**src/sbd_pkg.sv**
```systemverilog
// Purpose: Shared constants and types for the system bus deadlock controller
// Assumes: One 10 MHz clock, synchronous active-low reset
// Notes:   Pin bit positions index the synchroniser vector
package sbd_pkg;

  // Synchronised pin vector layout
  localparam int PIN_W        = 4;
  localparam int PIN_HBR      = 0;
  localparam int PIN_SUSPEND_BUS_TRISTATE     = 1;
  localparam int PIN_SBG      = 2;
  localparam int PIN_ACK      = 3;

  // Reset values of the pins, status outputs and synchroniser
  localparam logic RST_PIN_N  = 1'b1;
  localparam logic RST_STAT   = 1'b0;
  localparam logic RST_SYNC   = 1'b0;

  typedef enum logic [1:0]
  {
    ST_IDLE,
    ST_ACCESS,
    ST_GRANTED,
    ST_RESTART
  } sbd_state_t;

endpackage : sbd_pkg

```
**src/sbd_pin_if.sv**
```systemverilog
// Purpose: Carries raw pin levels to the synchroniser and synced levels back
// Assumes: Both ends on I_CLOCK
// Notes:   Raw side is already converted to active high
`timescale 1ns/1ps
interface sbd_pin_if #(parameter int W = 4);
  logic [W-1:0] raw;
  logic [W-1:0] sync;

  modport src (output raw, input sync);
  modport syn (input raw, output sync);
endinterface : sbd_pin_if

```
**src/sbd_sync.sv**
```systemverilog
// Purpose: Two-flop synchroniser for the asynchronous handshake pins
// Assumes: Synchronous active-low reset
// Notes:   First stage feeds only the second stage
`timescale 1ns/1ps
module sbd_sync
  import sbd_pkg::*;
#(
  parameter int W = PIN_W
)
(
  // Clock and reset
  input  wire logic i_clk,
  input  wire logic i_rst_n,
  // Pin levels
  sbd_pin_if.syn    pins
);

  logic [W-1:0] meta;
  logic [W-1:0] stable;
  logic [W-1:0] next_meta;
  logic [W-1:0] next_stable;

  always_comb
  begin
    next_meta   = pins.raw;
    next_stable = meta;
    if (!i_rst_n)
    begin
      next_meta   = {W{RST_SYNC}};
      next_stable = {W{RST_SYNC}};
    end
  end

  always_ff @(posedge i_clk)
  begin
    meta   <= next_meta;
    stable <= next_stable;
  end

  assign pins.sync = stable;

endmodule : sbd_sync

```
**src/sbd_ctrl.sv**
```systemverilog
// Purpose: External port arbitration between core/DMA accesses and a host, with suspend
// Assumes: Pins are asynchronous and synchronised; core inputs share I_CLOCK
// Notes:   Pin levels are seen two cycles late through the synchroniser
//
// Overview of operation
// - A core access to bank 3 drives its select, which also raises system request.
// - Conditional jump form aborts the access and branches when system grant is false.
// - Without suspend, host grant is asserted only after the current external access has finished.
// - A stuck system bus access keeps host grant inactive; both sides stall.
// - Suspend plus host request enters slave mode, suspends access, grants host.
// - Suspension only for core accesses with no page miss and bus lock off.
// - Suspend seen a cycle after host request gives host grant the next cycle.
// - After request release, host grant drops only once the read buffer is empty.
// - One cycle after host grant drops, the suspended access restarts.
// - A started DMA word must finish; host grant waits for its acknowledge.
`timescale 1ns/1ps
module sbd_ctrl
  import sbd_pkg::*;
(
  // Clock and reset
  input  wire logic I_CLOCK,
  input  wire logic I_RST_N,
  // Pins from the bus (asynchronous)
  input  wire logic I_HOST_BUS_REQUEST_N,
  input  wire logic I_SUSPEND_BUS_TRISTATE_N,
  input  wire logic I_SYSTEM_BUS_GRANT_N,
  input  wire logic I_ACK,
  // Core and DMA side (same clock)
  input  wire logic i_core_start,
  input  wire logic i_dma_start,
  input  wire logic i_bank3,
  input  wire logic i_cond_jump,
  input  wire logic i_page_miss,
  input  wire logic i_bus_lock,
  input  wire logic i_rd_buf_empty,
  // Pins to the bus
  output logic      O_MEMORY_SELECT_3_N,
  output logic      O_SYSTEM_BUS_REQUEST_N,
  output logic      O_HOST_BUS_GRANT_N,
  // Status to core and DMA
  output logic      O_READY,
  output logic      O_ACCESS_ACTIVE,
  output logic      O_SLAVE_MODE,
  output logic      O_DONE,
  output logic      O_ABORT,
  output logic      O_RESTART
);
  import sbd_pkg::*;

  sbd_pin_if #(.W(PIN_W)) pins ();

  sbd_sync #(.W(PIN_W)) sbd_sync_i
  (
    .i_clk   (I_CLOCK),
    .i_rst_n (I_RST_N),
    .pins    (pins.syn)
  );

  assign pins.raw = {I_ACK, ~I_SYSTEM_BUS_GRANT_N, ~I_SUSPEND_BUS_TRISTATE_N, ~I_HOST_BUS_REQUEST_N};

  logic host_bus_request;
  logic suspend_bus_tristate;
  logic system_bus_grant;
  logic ack;
  assign host_bus_request  = pins.sync[PIN_HBR];
  assign suspend_bus_tristate = pins.sync[PIN_SUSPEND_BUS_TRISTATE];
  assign system_bus_grant  = pins.sync[PIN_SBG];
  assign ack  = pins.sync[PIN_ACK];

  sbd_state_t state;
  sbd_state_t next_state;
  logic       bank3_q;
  logic       dma_q;
  logic       susp_q;
  logic       next_bank3;
  logic       next_dma;
  logic       next_susp;
  logic       next_done;
  logic       next_abort;
  logic       next_restart;
  logic       suspend_ok;
  logic       start;
  logic       abort_now;

  // Only a plain core access may be frozen mid-flight
  assign suspend_ok = !dma_q && !i_page_miss && !i_bus_lock;
  assign start      = i_core_start || i_dma_start;
  // Conditional form with grant false never touches the bus
  assign abort_now  = i_core_start && i_bank3 && i_cond_jump && !system_bus_grant;

  always_comb
  begin
    next_state   = state;
    next_bank3   = bank3_q;
    next_dma     = dma_q;
    next_susp    = susp_q;
    next_done    = 1'b0;
    next_abort   = 1'b0;
    next_restart = 1'b0;
    case (state)
      ST_IDLE:
      begin
        // Host wins an idle bus; no access in flight
        if (host_bus_request)
        begin
          next_state = ST_GRANTED;
          next_susp  = 1'b0;
        end
        else if (abort_now)
          next_abort = 1'b1;
        else if (start)
        begin
          next_state = ST_ACCESS;
          next_bank3 = i_bank3;
          next_dma   = i_dma_start && !i_core_start;
        end
      end
      ST_ACCESS:
      begin
        if (ack)
        begin
          next_state = ST_IDLE;
          next_done  = 1'b1;
        end
        else if (host_bus_request && suspend_bus_tristate && suspend_ok)
        begin
          next_state = ST_GRANTED;
          next_susp  = 1'b1;
        end
        // Otherwise keep waiting: grant withheld, deadlock persists
      end
      ST_GRANTED:
      begin
        // Pending reads must drain before the host loses the bus
        if (!host_bus_request && i_rd_buf_empty)
          next_state = susp_q ? ST_RESTART : ST_IDLE;
      end
      ST_RESTART:
      begin
        next_state   = ST_ACCESS;
        next_restart = 1'b1;
        next_susp    = 1'b0;
      end
      default:
        next_state = ST_IDLE;
    endcase
    if (!I_RST_N)
    begin
      next_state = ST_IDLE;
      next_bank3 = RST_STAT;
      next_dma   = RST_STAT;
      next_susp  = RST_STAT;
      next_done  = RST_STAT;
      next_abort = RST_STAT;
      next_restart = RST_STAT;
    end
  end

  always_ff @(posedge I_CLOCK)
  begin
    state   <= next_state;
    bank3_q <= next_bank3;
    dma_q   <= next_dma;
    susp_q  <= next_susp;
  end

  // Outputs are decoded from next values so each comes straight from a flop
  logic next_ms3_n;
  logic next_hbg_n;

  always_comb
  begin
    next_ms3_n = !(next_state == ST_ACCESS && next_bank3);
    next_hbg_n = !(next_state == ST_GRANTED);
    if (!I_RST_N)
    begin
      next_ms3_n = RST_PIN_N;
      next_hbg_n = RST_PIN_N;
    end
  end

  always_ff @(posedge I_CLOCK)
  begin
    O_MEMORY_SELECT_3_N    <= next_ms3_n;
    // Request mirrors the bank 3 select
    O_SYSTEM_BUS_REQUEST_N <= next_ms3_n;
    O_HOST_BUS_GRANT_N     <= next_hbg_n;
    O_READY                <= (next_state == ST_IDLE) && I_RST_N;
    O_ACCESS_ACTIVE        <= (next_state == ST_ACCESS);
    O_SLAVE_MODE           <= (next_state == ST_GRANTED);
    O_DONE                 <= next_done;
    O_ABORT                <= next_abort;
    O_RESTART              <= next_restart;
  end
endmodule : sbd_ctrl

```
**config.mk**
```make
export PLATFORM = sky130hd
export DESIGN_NAME = sbd_ctrl
export DESIGN_NICKNAME = d
export VERILOG_FILES = /design/src/sbd_pkg.sv /design/src/sbd_pin_if.sv /design/src/sbd_sync.sv /design/src/sbd_ctrl.sv
export SDC_FILE = /design/constraint.sdc
export NUM_CORES = 1
export LEC_CHECK = 0
export BUFFER_PORTS_ARGS = -buffer_cell sky130_fd_sc_hd__buf_2
export CAP_MARGIN = 25
export CORE_ASPECT_RATIO = 1.2
export CORE_MARGIN = 8
export CORE_UTILIZATION = 40
export DETAILED_ROUTE_END_ITERATION = 10
export SLEW_MARGIN = 10
export SYNTH_ARGS = -nofsm -noshare
export SYNTH_HDL_FRONTEND = slang
export SYNTH_HIERARCHICAL = 1
export SYNTH_SLANG_ARGS = --single-unit
```
**constraint.sdc**
```tcl
create_clock -name I_CLOCK -period 2.9 [get_ports I_CLOCK]
set_input_delay 0.435 -clock I_CLOCK [delete_from_list [all_inputs] [get_ports I_CLOCK]]
set_output_delay 0.435 -clock I_CLOCK [all_outputs]
set_load 0.01 [all_outputs]
```
==> run_results.csv, run 1 <==
group,metric,value,unit
status,status,"completed",
die,die_x,58.01,microns
grt,antenna_found_initial,0,
cts,cts_buffer_depth,2,
synthesis,yosys_warnings,6,
synthesis,syn_area,847.1,sq um
hold_path,hold_path.class,"input port to flop",
grt,overflow,0,
drt,viasPerCell,5.041,
sta,fin_skew,0.003632,ns
power_and_ir_drop,internal-power,470.8,uW
setup_path,arrival,2.22,ns
sta,finalCritPeriodShare,69.61,%
drt,vias,620,
placed_design,io_buffers,21,
sta,slew_headroom,67.93,%
synthesis,synth_edf_count,0,
die,dieArea,3852,sq um
cts,cts_setup_buffers,0,
grt,grt_pass1_vias,596,
cts,ctsHtreeMaxLevel,1,
power_and_ir_drop,power_switching,217.1,uW
placed_design,dp_hpwl,1175,microns
finish,n_fill_cell,194,
setup_path,start_kind,"flop",
finish,drive_gt1_share,27.18,%
synthesis,syn_inst,79,
power_and_ir_drop,max-vdd-ir-drop,0.3775,mV
finish,syn_to_final_growth,17.73,%
drt,drt-pass1-iter-count,4,
placed_design,place_inst,119,
synthesis,synth.avg_cell_area,10.72,sq um
cts,cts_buffers,3,
power_and_ir_drop,sequentialPowerShare,50.3,%
sta,tns,0,ns
finish,final_cell_mix,"dfxtp_1 (21), buf_2 (21), and2_1 (10)",
synthesis,synth_cell_types,27,
cts,cts_resized,0,
drt,drc_errors,0,
sta,clock.fmax,495.4,MHz
sta,grt_setup_unrepaired,"false",
grt,grt_usage,8.446,%
setup_path,critPathKind,"flop to flop",
synthesis,syn-num-nets,97,
placed_design,place.gp.congestion,0.7368,
sta,drv_slew,0,
die,rows,18,
grt,grt_max_degree,18,
grt,grt_first_pass_wirelength,2525,microns
setup_path,crit_fanout,6,
sta,fin_crit,2.019,ns
die,core_area,2027,sq um
die,start_util,41.79,%
cts,cts_sinks,21,
synthesis,synth_ff_type,"dfxtp_1",
drt,wirelength,1519,microns
synthesis,yosys.area.top_type,"dfxtp_1",
drt,wl_per_cell,12.35,microns
power_and_ir_drop,cellPowerDensity,689.9,nW/um^2
die,io_pins,22,
drt,postRouteAntennaNets,0,
synthesis,synth_top_area_share,49.63,%
cts,cts_tree,"yes",
power_and_ir_drop,p_leak,0.0004582,uW
power_and_ir_drop,swShare,31.56,%
sta,setup_viol,0,
setup_path,worst_setup_path_end_kind,"flop",
sta,worst_pin_slew,0.4736,ns
synthesis,synth_area_leaders,"dfxtp_1 (50%), and2_1 (7.4%), ha_1 (7.4%)",
synthesis,postSynth.asyncResetShare,0,%
synthesis,seq_area_frac_synth,49.63,%
drt,first_iter_violations,7,
cts,clk_pin_slew,0.12,ns
cts,ctsHoldBuffers,0,
setup_path,worstPathRequired,3.10,ns
sta,final-hold-violation-count,0,
cts,root_buffer,"clkbuf_4",
finish,fin_cells,123,
die,die_h,66.41,microns
finish,num_antenna_cells,0,
power_and_ir_drop,pwr-share-clk,20.2,%
job,cap_viol_max_count,0,
power_and_ir_drop,pwr-share-comb,29.5,%
cts,clk_latency,0.30,ns
synthesis,ys_ff_latch,21,
finish,nNetsFinal,122,
==> cell usage after synthesis (3+ instances only) <==
cell	count
and2_1	10
dfxtp_1	21
ha_1	5
inv_1	6
nand2_1	3
nand2b_1	3
nor2_1	3
nor2b_1	3
==> routing by layer <==
metal	GRT usage [%]	vias to the layer above	part of all wire [%]	wire length, microns
li1	-	317	-	-
met1	8.705	288	43	651
met2	14.53	13	50	761
met3	2.529	2	5.7	87
met4	5.521	0	1.3	19
met5	0	-	0	0
==> final cells by class <==
cell class | count | area (sq um) | area share, %
inverters | 6 | 22.52 | 2.258
clock inverters | 1 | 5.005 | 0.5019
flip-flops and latches | 21 | 420.4 | 42.16
clock buffers | 3 | 22.52 | 2.258
multi-input cells | 51 | 396.6 | 39.77
repair buffers | 21 | 105.1 | 10.54
well taps | 20 | 25.02 | 2.509
==> stage by stage <==
step	util, %	instance area, sq um	setup slack (ns)	hold slack (ns)	power, uW
floorplan	-	847.1	1.149	0.4118	496.1
global route	49.20	997.2	0.7553	0.3306	736.2
global placement	47.84	969.7	0.9356	0.4144	554.3
finish	49.20	997.2	0.8814	0.3310	687.9
CTS	49.20	997.2	0.8753	0.3209	698.4
detailed placement	47.84	969.7	0.8892	0.4191	557.4
==> flip-flops by register name, summed over array words and instances (netlist names) <==
register                flops
sbd_sync_i/meta             4
sbd_sync_i/pins.sync        4
state                       2
O_ABORT                     1
O_ACCESS_ACTIVE             1
O_DONE                      1
O_HOST_BUS_GRANT_N          1
O_READY                     1
O_RESTART                   1
O_SLAVE_MODE                1
O_SYSTEM_BUS_REQUEST_N      1
bank3_q                     1
dma_q                       1
susp_q                      1
==> power groups by stage <==
stage	logic [uW]	clock network [uW]	registers, uW
final	203	139	346
after global routing	228	157	351
after CTS	205	147	346
after detailed placement	205	0	352
after global placement	202	0	353
after floorplan	135	0	361
==> logic make-up (layout without fill, tap and decap cells) <==
logic type / after synthesis / after routing / share of synthesized area (%)
AO/OA/AOI/OAI: 10 / 10 / 11.23
adder cells (fa/ha/maj): 5 / 5 / 7.386
buffers and inverters: 7 / 31 / 3.545
flip-flops: 21 / 21 / 49.63
multiplexers: 1 / 1 / 1.182
AND/OR/NAND/NOR: 35 / 35 / 27.03
==> worst paths after layout <==
| kind | to | from | depth (start not counted) | slack, ns |
|---|---|---|---|---|
| worst max-delay path | O_READY$_DFF_P_ | state[1]$_DFF_P_ | 6 | 0.88 |
| worst min-delay path | sbd_sync_i/meta[3]$_SDFF_PN0_ | I_ACK | 2 | 0.33 |
| worst max register to register | O_READY$_DFF_P_ | state[1]$_DFF_P_ | 6 | 0.88 |
| worst min register to register | sbd_sync_i/pins.sync[1]$_SDFF_PN0_ | sbd_sync_i/meta[1]$_SDFF_PN0_ | 1 | 0.45 |
==> worst max-delay path: stages (launching register included) <==
cell and delay, ns:
dfxtp_1 0.38, inv_1 0.12, ha_1 0.19, nor2b_1 0.27, or4b_4 0.53, a31oi_4 0.23
and3b_1 0.20
(Power assumes the default switching activity.)
==> inputs of run 2 (changes only) <==
--- a/config.mk
+++ b/config.mk
@@ -5,6 +5,7 @@
 export SDC_FILE = /design/constraint.sdc
 export NUM_CORES = 1
 export LEC_CHECK = 0
+export ABC_AREA = 1
 export BUFFER_PORTS_ARGS = -buffer_cell sky130_fd_sc_hd__buf_2
 export CAP_MARGIN = 25
 export CORE_ASPECT_RATIO = 1.2
==> constraint.sdc (replaced) <==
create_clock -name I_CLOCK -period 2.1 [get_ports I_CLOCK]
set_input_delay 0.315 -clock I_CLOCK [delete_from_list [all_inputs] [get_ports I_CLOCK]]
set_output_delay 0.315 -clock I_CLOCK [all_outputs]
set_load 0.01 [all_outputs]
==> run 2 against run 1 <==
Against the previous run: clock-buffer cell count increased by 1; register-to-register slack worse by 0.23 ns; power grew 56%; sequential power is 42% higher; cell count grew 45%; first-iteration DRC count grew to 3.3 times the previous value; maximum frequency is 39% higher; clock power up 32%; via count grew 23%; area after synthesis up 8.9%; combinational power increased by 97%.
==> run_results.csv, run 2 <==
group,metric,value,unit
status,status,"completed",
setup_path,rr_endpoint,"O_SYSTEM_BUS_REQUEST_N$_SDFF_PN1_",
placed_design,place_ws,0.6522,ns
setup_path,worstPathRequired,2.29,ns
sta,drv_slew,0,
drt,viasPerCell,4.287,
grt,antenna_found_initial,0,
sta,clock.fmax,688.8,MHz
die,dieArea,4104,sq um
synthesis,seq_area_frac_synth,45.59,%
synthesis,synth_cell_types,20,
cts,cts_setup_buffers,0,
setup_path,reg2reg_from,"state[1]$_DFF_P_",
die,start_util,41.27,%
finish,drive_gt1_share,23.81,%
finish,regArea,420.4,sq um
setup_path,worst_setup_path_end_kind,"flop",
placed_design,io_buffers,21,
die,core_area,2235,sq um
placed_design,place.gp.congestion,0.8143,
power_and_ir_drop,cellPowerDensity,995.7,nW/um^2
finish,fin_area,1080,sq um
synthesis,yosys_warnings,6,
sta,setup_viol,0,
hold_path,hold_path.startpoint,"I_ACK",
setup_path,start_kind,"flop",
cts,clk_latency,0.29,ns
finish,final_common_cell,"nand2_1",
synthesis,synth_simple_gate_area_share,30.80,%
sta,worst_pin_slew,0.2595,ns
synthesis,synth_top_area_share,45.59,%
sta,finalCritPeriodShare,69.14,%
hold_path,hold_path_depth,3,
setup_path,arrival,1.64,ns
die,die_h,68.60,microns
sta,tns,0,ns
synthesis,synth_common_cells,"nand2_1 (36), inv_1 (26), dfxtp_1 (21)",
synthesis,synth_area_leaders,"dfxtp_1 (46%), nand2_1 (15%), inv_1 (11%)",
placed_design,place_inst,174,
synthesis,synth-xor-area-share,0,%
cts,ctsHoldBuffers,0,
hold_path,whs_endpoint,"sbd_sync_i/meta[3]$_SDFF_PN0_",
sta,grt_setup_unrepaired,"false",
drt,drt-pass1-iter-count,4,
synthesis,synth_edf_count,0,
finish,nNetsFinal,166,
finish,num_antenna_cells,0,
grt,grt_pass1_vias,737,
placed_design,place_area,1054,sq um
sta,final-hold-violation-count,0,
sta,fin_crit,1.452,ns
synthesis,muxShareOfSynthArea,0,%
die,die_x,59.83,microns
drt,postRouteAntennaNets,0,
drt,vias,763,
synthesis,syn_area,922.1,sq um
grt,grt_max_degree,16,
cts,cts_sinks,21,
drt,first_iter_violations,23,
synthesis,synth.most_common_cell,"nand2_1",
sta,fin_skew,0.004461,ns
power_and_ir_drop,p_leak,0.0006356,uW
drt,wl_per_cell,9.360,microns
cts,cts_buffer_depth,2,
grt,grt_first_pass_wirelength,2932,microns
cts,cts_resized,0,
synthesis,synth_ff_type,"dfxtp_1",
setup_path,r2r_slack,0.65,ns
synthesis,yosys.area.top_type,"dfxtp_1",
placed_design,dp_hpwl,1390,microns
cts,root_buffer,"clkbuf_4",
setup_path,reg2reg_depth,9,
finish,final_cell_mix,"nand2_1 (36), inv_1 (26), dfxtp_1 (21), buf_2 (21), nand3_1 (8)",
synthesis,synth-compound-area-share,4.071,%
power_and_ir_drop,max-vdd-ir-drop,0.6217,mV
cts,cts_buffers,3,
synthesis,synth_top_family_by_area,"simple AND/OR/NAND/NOR gates",
hold_path,hold_path.class,"input port to flop",
setup_path,critPathKind,"flop to flop",
die,io_pins,22,
finish,multi_input_area,384.1,sq um
synthesis,syn_inst,124,
synthesis,synth_fa_ha_area_share,6.784,%
cts,clk_pin_slew,0.11,ns
grt,grt_usage,9.396,%
die,rows,19,
drt,drc_errors,0,
finish,syn_to_final_growth,17.10,%
synthesis,syn-num-nets,142,
drt,wirelength,1666,microns
synthesis,ys_ff_latch,21,
synthesis,synth.avg_cell_area,7.437,sq um
synthesis,postSynth.asyncResetShare,0,%
cts,cts_tree,"yes",
finish,fin_cells,178,
finish,n_fill_cell,252,
setup_path,crit_fanout,6,
job,cap_viol_max_count,0,
grt,overflow,0,
sta,fin_ws,0.6481,ns
cts,ctsHtreeMaxLevel,1,
sta,slew_headroom,82.70,%
run 2: changes by cell type in the layout (fill, tap and decap cells not counted), moves of 3 or more:
cell,previous run,this run
nand2_1,3,36
inv_1,6,26
and2_1,10,0
nand3_1,0,8
nor2_1,3,7
nand2b_1,3,0
nor2_2,0,3
nor2b_1,3,0
run 2: report_power, final:
| part | internal, uW | switching (uW) | total (uW) |
|---|---|---|---|
| clock | 73.8 | 109 | 183 |
| sequential | 462 | 30.3 | 492 |
| combinational | 154 | 246 | 400 |
run 2: worst max-delay path: stages, from the launching register on:
cell and delay [ns]:
dfxtp_1 0.38, inv_1 0.14, ha_1 0.23, nand2_1 0.07, nor2_1 0.08, nand2_1 0.09
nand3_2 0.10, inv_1 0.07, nor2_4 0.13, nand3_1 0.08
run 2: worst max-delay path by stage:
| stage | startpoint | endpoint | slack, ns |
|---|---|---|---|
| 6_report | state[1]$_DFF_P_ | O_SYSTEM_BUS_REQUEST_N$_SDFF_PN1_ | 0.65 |
| 5_1_grt | state[1]$_DFF_P_ | O_SYSTEM_BUS_REQUEST_N$_SDFF_PN1_ | 0.47 |
| 4_1_cts | state[1]$_DFF_P_ | O_SYSTEM_BUS_REQUEST_N$_SDFF_PN1_ | 0.63 |
| 3_5_place_dp | state[1]$_DFF_P_ | O_SYSTEM_BUS_REQUEST_N$_SDFF_PN1_ | 0.65 |
| 3_3_place_gp | state[1]$_DFF_P_ | O_SYSTEM_BUS_REQUEST_N$_SDFF_PN1_ | 0.69 |
| 2_1_floorplan | state[1]$_DFF_P_ | susp_q$_SDFFE_PN0P_ | 0.85 |
run 2: through the flow:
step | total power, uW | util [%] | hold slack [ns]
2_1_floorplan | 801.0 | - | 0.3905
3_3_place_gp | 896.7 | 47.14 | 0.3922
3_5_place_dp | 905.6 | 47.14 | 0.3961
4_1_cts | 1097 | 48.32 | 0.1789
5_1_grt | 1176 | 48.32 | 0.2083
6_report | 1075 | 48.32 | 0.1978
run 2: logic make-up (layout without fill, tap and decap cells):
group / count (synthesis) / in the layout
AOI/OAI and AO/OA: 6 / 6
adders and majority gates: 5 / 5
buffers and inverters: 30 / 53
DFF: 21 / 21
and+or+nand+nor: 62 / 62
run 2: final cells by class:
| cell class | instances | area share, % |
|---|---|---|
| flip-flops and latches | 21 | 38.93 |
| repair buffers | 21 | 9.733 |
| multi-input cells | 73 | 35.57 |
| inverters | 28 | 9.733 |
| well taps | 31 | 3.592 |
| clock buffers | 4 | 2.433 |
run 2: layer usage:
layer | part of all wire, % | up-vias | GRT usage, %
met5 | 0 | - | 0
met4 | 3.5 | 0 | 7.761
met3 | 6.9 | 8 | 2.412
met2 | 47 | 22 | 15.38
met1 | 43 | 322 | 10.04
li1 | - | 411 | -
==> inputs of run 3 (changes only) <==
--- a/config.mk
+++ b/config.mk
@@ -5,13 +5,14 @@
 export SDC_FILE = /design/constraint.sdc
 export NUM_CORES = 1
 export LEC_CHECK = 0
-export ABC_AREA = 1
+export ABC_AREA = 0
 export BUFFER_PORTS_ARGS = -buffer_cell sky130_fd_sc_hd__buf_2
 export CAP_MARGIN = 25
 export CORE_ASPECT_RATIO = 1.2
 export CORE_MARGIN = 8
 export CORE_UTILIZATION = 40
 export DETAILED_ROUTE_END_ITERATION = 10
+export PLACE_DENSITY = 0.66
 export SLEW_MARGIN = 10
 export SYNTH_ARGS = -nofsm -noshare
 export SYNTH_HDL_FRONTEND = slang
==> constraint.sdc (replaced) <==
create_clock -name I_CLOCK -period 1.3 [get_ports I_CLOCK]
set_input_delay 0.195 -clock I_CLOCK [delete_from_list [all_inputs] [get_ports I_CLOCK]]
set_output_delay 0.195 -clock I_CLOCK [all_outputs]
set_load 0.01 [all_outputs]
==> run 3 against run 2 <==
Against the previous run: the run now ends with setup timing left; cell count is 20% lower; clock-buffer cell count is 1 lower; non-clock buffer count is 19 higher; clock skew is 0.0019 ns higher; largest power group is now combinational cells; critical path type unchanged; core utilization is 14 points higher; power is 85% higher.
==> run_results.csv, run 3 (synthesized netlist as in run 1, its figures left out) <==
group,metric,value,unit
setup_path,worst_setup_path_end_kind,"flop",
sta,fin_crit,1.686,ns
grt,grt_max_degree,14,
placed_design,place.gp.congestion,0.8103,
power_and_ir_drop,pwr-share-comb,44.3,%
sta,tns,-2.695,ns
setup_path,start_kind,"flop",
setup_path,critPathKind,"flop to flop",
drt,viasPerCell,4.944,
drt,first_iter_violations,2,
hold_path,hold_path.class,"input port to flop",
power_and_ir_drop,power_switching,639.4,uW
cts,clk_pin_slew,0.12,ns
setup_path,crit_fanout,5,
sta,worst_pin_slew,0.4307,ns
sta,fin_skew,0.006357,ns
setup_path,rr_endpoint,"O_READY$_DFF_P_",
grt,antenna_found_initial,0,
power_and_ir_drop,p_leak,0.0005693,uW
drt,wirelength,1988,microns
die,die_h,66.41,microns
cts,ctsHtreeMaxLevel,1,
power_and_ir_drop,sequentialPowerShare,40.0,%
finish,n_fill_cell,165,
setup_path,worstPathRequired,1.50,ns
hold_path,whs_endpoint,"sbd_sync_i/meta[3]$_SDFF_PN0_",
placed_design,dp_hpwl,1512,microns
hold_path,hold_path.startpoint,"I_ACK",
grt,grt_first_pass_wirelength,3401,microns
grt,grt_pass1_vias,767,
sta,clock.fmax,593.0,MHz
die,dieArea,3852,sq um
finish,syn_to_final_growth,49.63,%
cts,ctsHoldBuffers,0,
power_and_ir_drop,pwr-share-clk,15.7,%
status,violations,"setup timing",
sta,fin_ws,-0.3862,ns
setup_path,reg2reg_depth,6,
finish,nNetsFinal,141,
sta,grt_setup_unrepaired,"true",
sta,setup_viol,10,
setup_path,arrival,1.89,ns
power_and_ir_drop,swShare,32.16,%
drt,drc_errors,0,
drt,wl_per_cell,14.00,microns
die,rows,18,
cts,cts_buffers,3,
finish,final_common_cell,"buf_2",
setup_path,r2r_slack,-0.39,ns
cts,cts_tree,"yes",
sta,finalCritPeriodShare,129.7,%
grt,overflow,0,
finish,num_antenna_cells,0,
placed_design,place_area,1125,sq um
sta,hold_ws,0.09574,ns
drt,vias,702,
cts,cts_buffer_depth,2,
setup_path,reg2reg_from,"state[1]$_DFF_P_",
sta,drv_slew,0,
finish,final_cell_mix,"buf_2 (21), dfxtp_1 (19), buf_4 (17)",
drt,drt-pass1-iter-count,4,
finish,final_util,62.53,%
grt,grt_usage,11.82,%
die,start_util,41.79,%
finish,fin_area,1267,sq um
drt,postRouteAntennaNets,0,
cts,clk_latency,0.30,ns
status,status,"finished, violations left",
cts,cts_sinks,21,
cts,root_buffer,"clkbuf_4",
die,io_pins,22,
sta,slew_headroom,71.18,%
power_and_ir_drop,max-vdd-ir-drop,0.8384,mV
power_and_ir_drop,internal-power,1349,uW
finish,drive_gt1_share,50.00,%
power_and_ir_drop,cellPowerDensity,1568,nW/um^2
sta,final-hold-violation-count,0,
die,die_x,58.01,microns
die,core_area,2027,sq um
job,cap_viol_max_count,0,
hold_path,hold_path_depth,2,
placed_design,io_buffers,21,
## run 3: cell types whose count changed in the layout (fill, tap and decap cells not counted), sizes merged, moves of 3 or more
cell    previous run  this run
nor2              11         3
a21oi              3         0
nand2             38         3
nand2b             0         3
nor2b              0         3
buf               21        40
inv               28         6
nand3             10         0
and2               0        10
## run 3: critical path: stages, from the launching register on
cell and delay, ns:
dfxtp_4 0.38, inv_6 0.07, ha_4 0.12, nor2b_4 0.14, or4b_4 0.49, a31oi_4 0.19
and3b_1 0.20
## run 3: what timing repair did
action                                  CTS  global route
buffers inserted                          6             1
endpoints found under the setup margin   10            10
pin swaps                                 7             3
cloned                                    0             0
gates resized for setup                   8             7
## run 3: how the worst max path moves through the flow
stage / start / slack (ns) / endpoint
finish: state[1]$_DFF_P_ / -0.39 / O_READY$_DFF_P_
CTS: state[1]$_DFF_P_ / -0.38 / O_READY$_DFF_P_
detailed placement: state[1]$_DFF_P_ / -0.40 / O_READY$_DFF_P_
global placement: state[0]$_DFF_P_ / -0.34 / O_SYSTEM_BUS_REQUEST_N$_SDFF_PN1_
floorplan: state[1]$_DFF_P_ / -0.32 / O_READY$_DFF_P_
global route: state[1]$_DFF_P_ / -0.46 / O_HOST_BUS_GRANT_N$_SDFF_PN1_
## run 3: cell type report
type	instances	area, sq um	area share, %
timing repair buffer	40	255.2	20.14
inverter	6	32.53	2.567
multi-input combinational	51	499.2	39.39
sequential	21	427.9	33.76
clock inverter	1	5.005	0.3949
clock buffer	3	22.52	1.777
tap	20	25.02	1.974
## run 3: power groups by stage
stage	Clock (uW)	Sequential, uW	Combinational, uW
finish	311	796	881
global route	349	809	962
CTS	322	789	821
detailed placement	0	801	702
global placement	0	798	686
floorplan	0	827	388
## run 3: through the flow
step,worst slack [ns],cells,total power [uW]
6_report,-0.3862,142,1988
5_1_grt,-0.4606,142,2120
4_1_cts,-0.3772,141,1933
3_5_place_dp,-0.4002,131,1503
3_3_place_gp,-0.3411,131,1484
2_1_floorplan,-0.3203,79,1215
## run 3: per-layer routing
layer | part of all wire, % | vias to the layer above | track usage (%) | wire, microns
met3 | 2.7 | 2 | 2.529 | 54
met4 | 0.86 | 0 | 7.669 | 17
met1 | 45 | 330 | 12.61 | 894
met2 | 51 | 12 | 20.53 | 1022
li1 | - | 358 | - | -
met5 | 0 | - | 0 | 0
